File: config.mk
export PLATFORM = sky130hd
export DESIGN_NAME = psacrc_top
export DESIGN_NICKNAME = d
export VERILOG_FILES = /design/src/hw/psacrc_pkg.sv /design/src/hw/psacrc_div.sv /design/src/hw/psacrc_sync3.sv /design/src/hw/psacrc_top.sv
export SDC_FILE = /design/constraint.sdc
export NUM_CORES = 1
export LEC_CHECK = 0
export BUFFER_PORTS_ARGS = -buffer_cell sky130_fd_sc_hd__buf_4
export CORE_UTILIZATION = 55
export DETAILED_ROUTE_END_ITERATION = 6
export PLACE_DENSITY = 0.85
export SLEW_MARGIN = 10
export SYNTH_ARGS = -nofsm -noshare
export SYNTH_HDL_FRONTEND = slang
export SYNTH_SLANG_ARGS = --single-unit
File: constraint.sdc
create_clock -name clk_in -period 3.2 [get_ports clk_in]
set_input_delay 0.64 -clock clk_in [delete_from_list [all_inputs] [get_ports clk_in]]
set_output_delay 0.64 -clock clk_in [all_outputs]
set_load 0.05 [all_outputs]
File: src/hw/psacrc_pkg.sv
package psacrc_pkg;

    ////////////////////////////////////////////////////////////////////////
    // register map
    localparam logic [23:0] ADDR_CTRL = 24'hfffc40;
    localparam logic [23:0] ADDR_FAST = 24'hfffc42;
    localparam logic [23:0] ADDR_SLOW = 24'hfffc44;
    localparam logic [23:0] ADDR_AUX  = 24'hfffc46;

    // clock_reset_control
    localparam int          BIT_SLOW_SEL = 0;
    localparam int          BIT_FAST_SEL = 1;
    localparam int          BIT_PLL_PWD  = 2;
    localparam int          BIT_AUX1_EN  = 3;
    localparam int          BIT_AUX2_EN  = 4;
    localparam int          BIT_POR      = 5;
    localparam logic [7:0]  CTRL_RST     = 8'h26;

    // fast_clock_prescaler
    localparam int          MULT_MSB  = 6;
    localparam int          MULT_LSB  = 4;
    localparam int          SDIV_MSB  = 3;
    localparam int          SDIV_LSB  = 0;
    localparam logic [7:0]  FAST_RST  = 8'h4f;

    // slow_clock_prescaler and aux_clock_prescaler
    localparam logic [7:0]  SLOW_RST  = 8'hb6;
    localparam int          AUX2_MSB  = 7;
    localparam int          AUX2_LSB  = 4;
    localparam int          AUX1_MSB  = 3;
    localparam int          AUX1_LSB  = 0;
    localparam logic [7:0]  AUX_RST   = 8'hff;

    ////////////////////////////////////////////////////////////////////////
    // pll multiplier codes and timing
    localparam logic [2:0]  MULT_X3      = 3'h3;
    localparam logic [2:0]  MULT_X4      = 3'h4;
    localparam logic [2:0]  MULT_X5      = 3'h5;
    localparam logic [13:0] POR_PRESET   = 14'h3fff;
    localparam logic [15:0] PLL_LOCK_DEF = 16'h0200;

    ////////////////////////////////////////////////////////////////////////
    typedef struct packed {
        logic        wr;
        logic        rd;
        logic [23:0] addr;
        logic [7:0]  wdata;
    } psacrc_bus_t;

    typedef struct packed {
        logic sys_tick;
        logic sys_pll;
        logic aux1_tick;
        logic aux2_tick;
        logic slow_clk;
    } psacrc_clks_t;

    typedef struct packed {
        logic        slow_sel;
        logic        fast_sel;
        logic        pll_pwd;
        logic        aux1_en;
        logic        aux2_en;
        logic        por;
        logic [2:0]  mult;
        logic [3:0]  sys_div;
        logic [7:0]  slow_div;
        logic [3:0]  aux1_div;
        logic [3:0]  aux2_div;
        logic [13:0] por_cnt;
        logic [15:0] lock_cnt;
        logic        pll_stable;
        logic        pll_stop;
        logic        main_good;
        logic        sys_pll;
        logic        slow_out;
        logic        chip_rst_n;
        logic [7:0]  rd_data;
    } psacrc_st_t;

endpackage

File: src/hw/psacrc_div.sv
`timescale 1ns/1ps
module psacrc_div #(
    parameter int W = 4
) (
    input  wire logic         clk_in,   // system clock
    input  wire logic         rst_n_in, // async reset, active low
    input  wire logic         en_in,    // run; low holds count at zero
    input  wire logic [W-1:0] div_in,   // divide by div_in + 1
    output logic              tick_out, // one pulse per period
    output logic              tog_out   // half rate square wave
);
    typedef struct packed {
        logic [W-1:0] cnt;
        logic         tick;
        logic         tog;
    } psacrc_div_st_t;

    psacrc_div_st_t q, d;

    always_comb begin
        d      = q;
        d.tick = 1'b0;
        if (!en_in) begin
            d.cnt = '0;
        end else if (q.cnt >= div_in) begin
            // >= so a smaller divisor written mid period ends it at once
            d.cnt  = '0;
            d.tick = 1'b1;
            d.tog  = ~q.tog;
        end else begin
            d.cnt = q.cnt + 1'b1;
        end
    end

    always_ff @(posedge clk_in or negedge rst_n_in) begin
        if (!rst_n_in) begin
            q <= '{cnt: '0, tick: 1'b0, tog: 1'b0};
        end else begin
            q <= d;
        end
    end

    assign tick_out = q.tick;
    assign tog_out  = q.tog;
endmodule

File: src/hw/psacrc_sync3.sv
`timescale 1ns/1ps
module psacrc_sync3 #(
    parameter logic RST_VAL = 1'b0
) (
    input  wire logic clk_in,   // system clock
    input  wire logic rst_n_in, // async reset, active low
    input  wire logic d_in,     // asynchronous level
    output logic      q_out     // filtered level
);
    typedef struct packed {
        logic s1;
        logic s2;
        logic s3;
        logic q;
    } psacrc_sync_st_t;

    psacrc_sync_st_t q, d;

    // s1 feeds s2 only; a change counts once s2 and s3 agree
    always_comb begin
        d    = q;
        d.s1 = d_in;
        d.s2 = q.s1;
        d.s3 = q.s2;
        if (q.s2 == q.s3) begin
            d.q = q.s3;
        end
    end

    always_ff @(posedge clk_in or negedge rst_n_in) begin
        if (!rst_n_in) begin
            q <= '{s1: RST_VAL, s2: RST_VAL, s3: RST_VAL, q: RST_VAL};
        end else begin
            q <= d;
        end
    end

    assign q_out = q.q;
endmodule

File: src/hw/psacrc_top.sv
// What this block does
// - pll multiplies main clock by three, four, five
// - fast select reads one until pll stable
// - writing one returns system clock to main
// - selected source passes one-to-sixteen divider
// - aux clocks come from main clock directly
// - power-up counter releases reset unless pin low
// - slow select picks prescaler or slow oscillator
// - fast select zero pll, one main, reset one
// - pll select ignored while down or unstable
// - power-down bit stops pll, resets to one
// - power-down set ignored while pll selected
// - aux one runs when enabled and main good
// - aux two runs when enabled and main good
// - power-on flag cleared only by writing zero
// - system divider divides by divisor plus one
// - multiplier codes three four five, reset four
// - slow clock is main over twice (divisor plus one)
// - aux clocks divide by divisor plus one
`timescale 1ns/1ps
module psacrc_top
    import psacrc_pkg::*;
#(
    parameter logic [13:0] POR_CYCLES      = POR_PRESET,
    parameter logic [15:0] PLL_LOCK_CYCLES = PLL_LOCK_DEF
) (
    input  wire logic                     clk_in,          // main clock
    input  wire logic                     rst_n_in,        // power-on reset
    input  wire psacrc_pkg::psacrc_bus_t  bus_in,          // register port
    output logic [7:0]                    rd_data_out,     // read data
    input  wire logic                     reset_pin_n_in,  // reset pin
    input  wire logic                     stop_main_osc_in,// pmm stop
    input  wire logic                     pmm_stop_pll_in, // pmm pll stop
    input  wire logic                     slow_osc_in,     // 32 kHz osc
    input  wire logic                     slow_osc_good_in,// osc toggling
    output psacrc_pkg::psacrc_clks_t      clk_out,         // derived clocks
    output logic                          pll_stop_out,    // pll off
    output logic [2:0]                    pll_mult_out,    // pll factor
    output logic                          main_good_out,   // main stable
    output logic                          chip_rst_n_out   // on-chip reset
);
    import psacrc_pkg::*;

    ////////////////////////////////////////////////////////////////////////
    psacrc_st_t q, d;
    logic       pin_s;
    logic       osc_s;
    logic       osc_good_s;
    logic       sys_tick;
    logic       aux1_tick;
    logic       aux2_tick;
    logic       slow_tog;
    logic       wr_ctrl;
    logic       pll_run;

    localparam psacrc_st_t ST_RST = '{
        slow_sel:   CTRL_RST[BIT_SLOW_SEL],
        fast_sel:   CTRL_RST[BIT_FAST_SEL],
        pll_pwd:    CTRL_RST[BIT_PLL_PWD],
        aux1_en:    CTRL_RST[BIT_AUX1_EN],
        aux2_en:    CTRL_RST[BIT_AUX2_EN],
        por:        CTRL_RST[BIT_POR],
        mult:       FAST_RST[MULT_MSB:MULT_LSB],
        sys_div:    FAST_RST[SDIV_MSB:SDIV_LSB],
        slow_div:   SLOW_RST,
        aux1_div:   AUX_RST[AUX1_MSB:AUX1_LSB],
        aux2_div:   AUX_RST[AUX2_MSB:AUX2_LSB],
        por_cnt:    POR_CYCLES,
        lock_cnt:   16'h0000,
        pll_stable: 1'b0,
        pll_stop:   1'b1,
        main_good:  1'b0,
        sys_pll:    1'b0,
        slow_out:   1'b0,
        chip_rst_n: 1'b0,
        rd_data:    8'h00
    };

    ////////////////////////////////////////////////////////////////////////
    function automatic logic mult_ok(input logic [2:0] m);
        return (m == MULT_X3) || (m == MULT_X4) || (m == MULT_X5);
    endfunction

    function automatic logic [7:0] reg_read(input logic [23:0] a,
                                            input psacrc_st_t  s);
        logic [7:0] r;
        r = 8'h00;
        case (a)
            ADDR_CTRL: begin
                r[BIT_SLOW_SEL] = s.slow_sel;
                r[BIT_FAST_SEL] = s.fast_sel;
                r[BIT_PLL_PWD]  = s.pll_pwd;
                r[BIT_AUX1_EN]  = s.aux1_en;
                r[BIT_AUX2_EN]  = s.aux2_en;
                r[BIT_POR]      = s.por;
            end
            ADDR_FAST: begin
                r[MULT_MSB:MULT_LSB] = s.mult;
                r[SDIV_MSB:SDIV_LSB] = s.sys_div;
            end
            ADDR_SLOW: r = s.slow_div;
            ADDR_AUX: begin
                r[AUX1_MSB:AUX1_LSB] = s.aux1_div;
                r[AUX2_MSB:AUX2_LSB] = s.aux2_div;
            end
            default: r = 8'h00;
        endcase
        return r;
    endfunction

    ////////////////////////////////////////////////////////////////////////
    // pins from outside the clock domain
    psacrc_sync3 #(.RST_VAL(1'b0)) u_pin_sync (
        .clk_in   (clk_in),
        .rst_n_in (rst_n_in),
        .d_in     (reset_pin_n_in),
        .q_out    (pin_s)
    );

    psacrc_sync3 #(.RST_VAL(1'b0)) u_osc_sync (
        .clk_in   (clk_in),
        .rst_n_in (rst_n_in),
        .d_in     (slow_osc_in),
        .q_out    (osc_s)
    );

    psacrc_sync3 #(.RST_VAL(1'b0)) u_good_sync (
        .clk_in   (clk_in),
        .rst_n_in (rst_n_in),
        .d_in     (slow_osc_good_in),
        .q_out    (osc_good_s)
    );

    ////////////////////////////////////////////////////////////////////////
    // dividers; the system one runs whenever rst_n_in is high, even during on-chip reset
    psacrc_div #(.W(4)) u_sys_div (
        .clk_in   (clk_in),
        .rst_n_in (rst_n_in),
        .en_in    (1'b1),
        .div_in   (q.sys_div),
        .tick_out (sys_tick),
        .tog_out  ()
    );

    psacrc_div #(.W(4)) u_aux1_div (
        .clk_in   (clk_in),
        .rst_n_in (rst_n_in),
        .en_in    (q.aux1_en && q.main_good),
        .div_in   (q.aux1_div),
        .tick_out (aux1_tick),
        .tog_out  ()
    );

    psacrc_div #(.W(4)) u_aux2_div (
        .clk_in   (clk_in),
        .rst_n_in (rst_n_in),
        .en_in    (q.aux2_en && q.main_good),
        .div_in   (q.aux2_div),
        .tick_out (aux2_tick),
        .tog_out  ()
    );

    // toggling every divisor+1 cycles gives main / (2 * (divisor + 1))
    psacrc_div #(.W(8)) u_slow_div (
        .clk_in   (clk_in),
        .rst_n_in (rst_n_in),
        .en_in    (!q.slow_sel),
        .div_in   (q.slow_div),
        .tick_out (),
        .tog_out  (slow_tog)
    );

    ////////////////////////////////////////////////////////////////////////
    assign wr_ctrl = bus_in.wr && (bus_in.addr == ADDR_CTRL);
    assign pll_run = !q.pll_pwd && !pmm_stop_pll_in;

    always_comb begin
        d = q;

        // pll lock timer; a reserved code never locks
        d.pll_stop = !pll_run;
        if (!pll_run || !mult_ok(q.mult)) begin
            d.lock_cnt   = 16'h0000;
            d.pll_stable = 1'b0;
        end else if (q.lock_cnt >= PLL_LOCK_CYCLES) begin
            d.pll_stable = 1'b1;
        end else begin
            d.lock_cnt = q.lock_cnt + 1'b1;
        end

        // start-up timer doubles as the power-on delay
        if (stop_main_osc_in) begin
            d.por_cnt = POR_CYCLES;
        end else if (q.por_cnt != 14'h0000) begin
            d.por_cnt = q.por_cnt - 1'b1;
        end
        d.main_good = !stop_main_osc_in && (d.por_cnt == 14'h0000);
        // once released, a later oscillator stop does not reset the chip
        d.chip_rst_n = pin_s &&
                       (q.chip_rst_n || (q.por_cnt == 14'h0000));

        // source changes only at a divider boundary, never mid pulse
        if (sys_tick) begin
            d.sys_pll = !q.fast_sel;
        end

        d.slow_out = q.slow_sel ? osc_s : slow_tog;

        if (wr_ctrl) begin
            // oscillator only taken while it is seen toggling
            if (!bus_in.wdata[BIT_SLOW_SEL]) begin
                d.slow_sel = 1'b0;
            end else if (osc_good_s) begin
                d.slow_sel = 1'b1;
            end
            if (bus_in.wdata[BIT_FAST_SEL]) begin
                d.fast_sel = 1'b1;
            end else if (!q.pll_pwd && q.pll_stable) begin
                d.fast_sel = 1'b0;
            end
            // a write that also clears the select keeps the pll up unless that clear is refused
            if (!bus_in.wdata[BIT_PLL_PWD]) begin
                d.pll_pwd = 1'b0;
            end else if (q.fast_sel && d.fast_sel) begin
                d.pll_pwd = 1'b1;
            end
            d.aux1_en = bus_in.wdata[BIT_AUX1_EN];
            d.aux2_en = bus_in.wdata[BIT_AUX2_EN];
            if (!bus_in.wdata[BIT_POR]) begin
                d.por = 1'b0;
            end
        end

        if (bus_in.wr && (bus_in.addr == ADDR_FAST)) begin
            // no guard against writes while on pll: left to software
            d.mult    = bus_in.wdata[MULT_MSB:MULT_LSB];
            d.sys_div = bus_in.wdata[SDIV_MSB:SDIV_LSB];
            if (bus_in.wdata[MULT_MSB:MULT_LSB] != q.mult) begin
                d.lock_cnt   = 16'h0000;
                d.pll_stable = 1'b0;
            end
        end
        if (bus_in.wr && (bus_in.addr == ADDR_SLOW)) begin
            d.slow_div = bus_in.wdata;
        end
        if (bus_in.wr && (bus_in.addr == ADDR_AUX)) begin
            d.aux1_div = bus_in.wdata[AUX1_MSB:AUX1_LSB];
            d.aux2_div = bus_in.wdata[AUX2_MSB:AUX2_LSB];
        end

        d.rd_data = bus_in.rd ? reg_read(bus_in.addr, q) : 8'h00;
    end

    always_ff @(posedge clk_in or negedge rst_n_in) begin
        if (!rst_n_in) begin
            q <= ST_RST;
        end else begin
            q <= d;
        end
    end

    ////////////////////////////////////////////////////////////////////////
    assign rd_data_out    = q.rd_data;
    assign pll_stop_out   = q.pll_stop;
    assign pll_mult_out   = q.mult;
    assign main_good_out  = q.main_good;
    assign chip_rst_n_out = q.chip_rst_n;
    assign clk_out        = '{sys_tick:  sys_tick,
                              sys_pll:   q.sys_pll,
                              aux1_tick: aux1_tick,
                              aux2_tick: aux2_tick,
                              slow_clk:  q.slow_out};

    ////////////////////////////////////////////////////////////////////////
    // helper: cycles since last system tick, valid after a clean period
    logic [4:0] gap_q;
    logic       primed_q;

    always_ff @(posedge clk_in or negedge rst_n_in) begin
        if (!rst_n_in) begin
            gap_q    <= 5'h00;
            primed_q <= 1'b0;
        end else begin
            gap_q <= sys_tick ? 5'h00 : (gap_q + 5'h01);
            if (bus_in.wr && (bus_in.addr == ADDR_FAST)) begin
                primed_q <= 1'b0;
            end else if (sys_tick) begin
                primed_q <= 1'b1;
            end
        end
    end
endmodule

# == After elaboration in Yosys (flattened, before gate mapping) ==
# Cells that the tools add are included.
# word_totals
output_inout_bits,19
wordCells,134
in_bits,41
regBits,112
# classes
n_lt_le_gt_ge,5
n_mux,31
n_bitwise,6
reduce_logical,30
n_eq_ne,13
n_addsub,6
# ops
operator,n
"24-bit equality test, second input constant",4
17-bit 2-to-1 mux,3
14-bit logical NOT,2
14-bit 2-to-1 mux,2
8-bit 2-to-1 mux,3
6-bit case mux with 4 select lines,1
4-bit 2-to-1 mux,5
"16-bit by 1-bit adder with 16-bit output, second input constant",1
"16-bit by 10-bit >= comparator with 1-bit output, second input constant",1
16-bit 2-to-1 mux,1
14-bit nonzero test,1
"14-bit by 1-bit subtractor with 14-bit output, second input constant",1
"4-bit by 1-bit adder with 4-bit output, second input constant",3
4-bit >= comparator,3
2-bit AND reduction,6
1-bit logical AND,11
2-bit 2-to-1 mux,5
1-bit 2-to-1 mux,9
"8-bit by 1-bit adder with 8-bit output, second input constant",1
8-bit >= comparator,1
"3-bit equality test, second input constant",2
1-bit logical NOT,6
1-bit inverter,6
1-bit logical OR,4
other kinds (6),9

# == Logic depth before layout (Yosys ltp) ==
# logic_depth
ltp_word,8
ltp_mapped,9

# == Cells and area by module ==
# From an unflattened synthesis, not the netlist that was laid out.
# unflattened
hier_cells,515
area_unflattened_um2,5734.2
# modules_own_cells
mod,area_each_um2,cells_each,n_inst
psacrc_top,3632.2,326,1
psacrc_div (u_aux1_div ...),356.6,35,3
psacrc_div (u_slow_div),698.2,69,1
psacrc_sync3,111.4,5,3

# == Worst setup path after synthesis ==
# No wires, ideal clock.
# synth_path
kind,in2reg
startpoint,input port bus_in[17] in the netlist's numbering
endpoint,"register q, in the netlist pll_mult_out[0]"
t_arrival_ps,2118
path_slack_ps,957
cell_stages,6
n_path_buf,1
t_required_ps,3075
cell_sequence,nor4bb_1 -> nand3_1 -> nor4_2 -> and3b_1 -> buf_2 -> mux2_2
# synth_between
elab_chain_len,2
# synth_lines
element,line_no,rtl
start: declaration,psacrc_top.sv:29,"input wire psacrc_pkg::psacrc_bus_t bus_in,"
24-bit equality test,psacrc_top.sv:234,if (bus_in.wr && (bus_in.addr == ADDR_FAST)) begin
1-bit logical AND,--,
end signal: assignment,psacrc_top.sv:256,q <= ST_RST;
end signal: assignment,psacrc_top.sv:258,q <= d;
end: declaration,psacrc_top.sv:45,"psacrc_st_t q, d;"
# No other way between the ends.
# A chain may end at the register's enable or synchronous reset.

==> key figures <==
Place
  – Setup WS pre-CTS: 0.5433 ns
  – Buffers on Ports: 59
  – Routability Congestion: 0.8437
  – DP HPWL: 7201 um

STA
  – Period Utilization, post-route: 73.75%
  – Hold Vio Cnt, Final: 0
  – Crit path time final: 2.360 ns
  – Achievable clock frequency: 0.4237 GHz
  – Unrepaired setup endpoints after global routing: false
  – Clock Skews: 0.009699 ns
  – Final setup fails: 0
  – Slew Limit Fails: 0
  – Final worst slack: 0.8400 ns
  – Setup TNS: 0 ns
  – Slew HR: 51.11%
  – Worst-Margin Slew: 0.7334 ns

Synthesis
  – Distinct cells, synth: 55
  – Top-area cell type share of the netlist area: 34.42%
  – Asr flop ratio synth: 100.0%
  – Synthesized instance count: 472
  – #FFs+latches synth: 109
  – Synthesized area: 5308 um^2
  – Number of synthesized flops with an enable pin: 0
  – Post-synth top area cell: dfrtp_1
  – Sequential area share after synthesis: 52.24%
  – Main synth FF type: dfrtp_1
  – Synth top area cells: dfrtp_1 34%, dfstp_2 18%, ha_1 6.4%
  – Avg Inst Size Synth: 11.24 um^2
  – Synth warn: 0
  – Syn nets: 540

Floorplan
  – Chip width: 100.2 um
  – Die height: 100.2 um
  – # rows: 35
  – Core Box Area: 9284 um^2
  – Initial Util: 57.17%
  – DIE AREA: 10,050 um^2
  – Num ports: 60

Finish
  – Number of diodes: 0
  – Fin nets: 586
  – Layout fillers: 734
  – Fraction of layout instances using a drive strength above 1: 29.64%
  – Area grow syn2layout: 12.47%

Power and ir drop
  – Peak supply drop: 0.2109 mV
  – Cell Pwr Density: 392.5 nW/um^2
  – P_leak: 0.002654 uW
  – Design Power: 2343 uW

Clock network
  – Hold-fix buffers, CTS: 0
  – CTS H-tree depth: 3
  – Post-CTS Setup Repair Bufs: 0
  – CTS tree: built
  – TritonCTS Buffers: 9
  – CTS clk-pin slew, worst paths: 0.10 ns
  – CTS root buffer: clkbuf_8
  – Max Buffers Root-to-Sink: 2
  – # resized after CTS: 0
  – Clk_lat worst skew: 0.37 ns
  – Clock Sinks: 109

Drt
  – Detailed Routing Iterations Pass 1: 4
  – # DRC: 0
  – Post-route ant nets: 0
  – Average wire per standard cell: 15.09 um
  – DR iter-0 viols: 117
  – WL final: 9840 um
  – Vias/cell: 5.439
  – Vias: 3,546

Worst setup path
  – Critical path type: flop to flop
  – Critical Path RT: 3.51 ns
  – CP Launch Type: flop
  – CP max-delay cell: or3b_2
  – Worst path cell trace: inv_1 -> ha_1 -> or3b_2 -> o21a_1 -> a211oi_1 -> o2111ai_1 -> nor4_1 -> and4bb_1
  – Setup crit end kind: flop
  – Max incr delay on CP: 0.52 ns
  – Worst Path Max Fanout: 6
  – WP data arrival: 2.67 ns

Global route
  – Initial antenna violation count: 0
  – Largest net degree at the start of global routing: 59
  – GRT Resource Usage Total: 21.77%
  – Total grt overflow: 0
  – Number of global-route vias before repair: 3,686
  – First-pass GRT wire length: 16,790 um

Job
  – Max-Cap Viols: 0

Status
  – Status: finished, final reports clean

Worst hold path
  – Tightest Hold Check Type: primary input to async pin
cell usage after synthesis, types with 2 or more instances:
library cell  count
o21bai_1          2
mux4_2            6
nor4_2            2
xor2_1           15
o21ai_0           9
a211o_1           5
dfstp_2          36
ha_1             27
or4_1             4
nor3b_1           2
o2111ai_1         2
dfrtp_1          73
nand2b_1          9
o21a_1            3
a21oi_1          10
nand4_1           4
mux2i_1           4
maj3_1            3
a211oi_1          2
clkbuf_1          3
nand3_1          16
mux2_2           23
nor2_1           55
buf_2             5
buf_4            17
nor4_1            4
xnor2_1          10
inv_1            41
a21o_1            7
or2_2             4
nor3_1            7
nor4bb_1          2
nand2_1          25
and3_1           10
nand3b_1          3
and4_1            3
final timing paths:
path / from / to / slack [ns] / cells past startpoint
worst max-delay path: q[30] / main_good_out / 0.84 / 8
worst min-delay path: rst_n_in / rd_data_out[4] / 0.32 / 1
worst max register to register: q[30] / main_good_out / 0.84 / 8
worst min register to register: u_osc_sync.d[2] / u_osc_sync.d[1] / 0.35 / 0
max in group asynchronous: rst_n_in / q[38] / 2.08 / 2
min in group clk_in: u_osc_sync.d[2] / u_osc_sync.d[1] / 0.35 / 0
flip-flops by register name, summed over array words and instances (netlist names), 2 cells and up:
| name | cells |
|---|---|
| q | 57 |
| rd_data_out | 8 |
| u_slow_div.q | 8 |
| u_aux1_div.q | 4 |
| u_aux2_div.q | 4 |
| u_sys_div.q | 4 |
| pll_mult_out | 3 |
| clk_out | 2 |
| u_good_sync.d | 2 |
| u_osc_sync.d | 2 |
| u_pin_sync.d | 2 |
critical path: cells and delay by family (launching register included):
kind	cells	cell delay [ns]
compound gates	3	0.63
fa+ha+maj	1	0.18
buf+inv	1	0.08
flops	1	0.41
simple gates	3	1.02
per-stage QoR:
step | util (%) | cell area, um^2 | hold slack, ns | cells
global placement | 62.17 | 5772 | 0.3351 | 636
floorplan | - | 5308 | 0.3312 | 472
global route | 64.30 | 5969 | 0.3483 | 652
finish | 64.30 | 5969 | 0.3163 | 652
CTS | 64.30 | 5969 | 0.3398 | 652
detailed placement | 62.17 | 5772 | 0.3347 | 636
where the power goes:
| part | switching, uW | total (uW) | internal (uW) |
|---|---|---|---|
| Sequential | 9.58 | 1400 | 1400 |
| Combinational | 59.7 | 113 | 52.8 |
| Clock | 461 | 825 | 365 |
layer usage:
metal	global-route usage (%)	share of wire (%)
met5	0	0
met4	7.358	0.98
met3	5.153	5.9
met2	37.62	50
met1	26.91	43
kinds of logic (layout without fill, tap and decap cells):
logic type | count (synthesis) | after routing | synth area share (%)
flops | 109 | 109 | 52.24
buf+inv | 67 | 118 | 6.058
compound gates | 45 | 45 | 5.752
xor+xnor | 25 | 25 | 4.125
mux | 33 | 33 | 8.180
simple gates | 163 | 163 | 16.71
fa+ha+maj | 30 | 30 | 6.931
placed cells by master (no fill, tap or decap), types with 3 or more instances in the layout:
master and count:
a21o_1 7, mux2i_1 4, nand2_1 25, buf_4 60, clkbuf_8 9, dfstp_2 36
o21ai_0 9, maj3_1 3, nand3b_1 3, inv_1 41, nor2_1 55, xnor2_1 10
nand4_1 4, or4_1 4, ha_1 27, nand3_1 16, and3_1 10, nor3_1 7
a21oi_1 10, dfrtp_1 73, nor4_1 4, mux2_2 23, nand2b_1 9, and4_1 3
xor2_1 15, a211o_1 5, or2_2 4, mux4_2 6, o21a_1 3
final cells by class:
| type | instances | area, um^2 | share of cell area, % |
|---|---|---|---|
| tap | 129 | 161.4 | 2.704 |
| clock inverter | 7 | 73.82 | 1.237 |
| timing repair buffer | 61 | 470.5 | 7.881 |
| multi-input combinational | 296 | 2213 | 37.08 |
| sequential | 109 | 2773 | 46.45 |
| clock buffer | 9 | 123.9 | 2.075 |
| inverter | 41 | 153.9 | 2.578 |
Power figures use the tool's default switching activity.
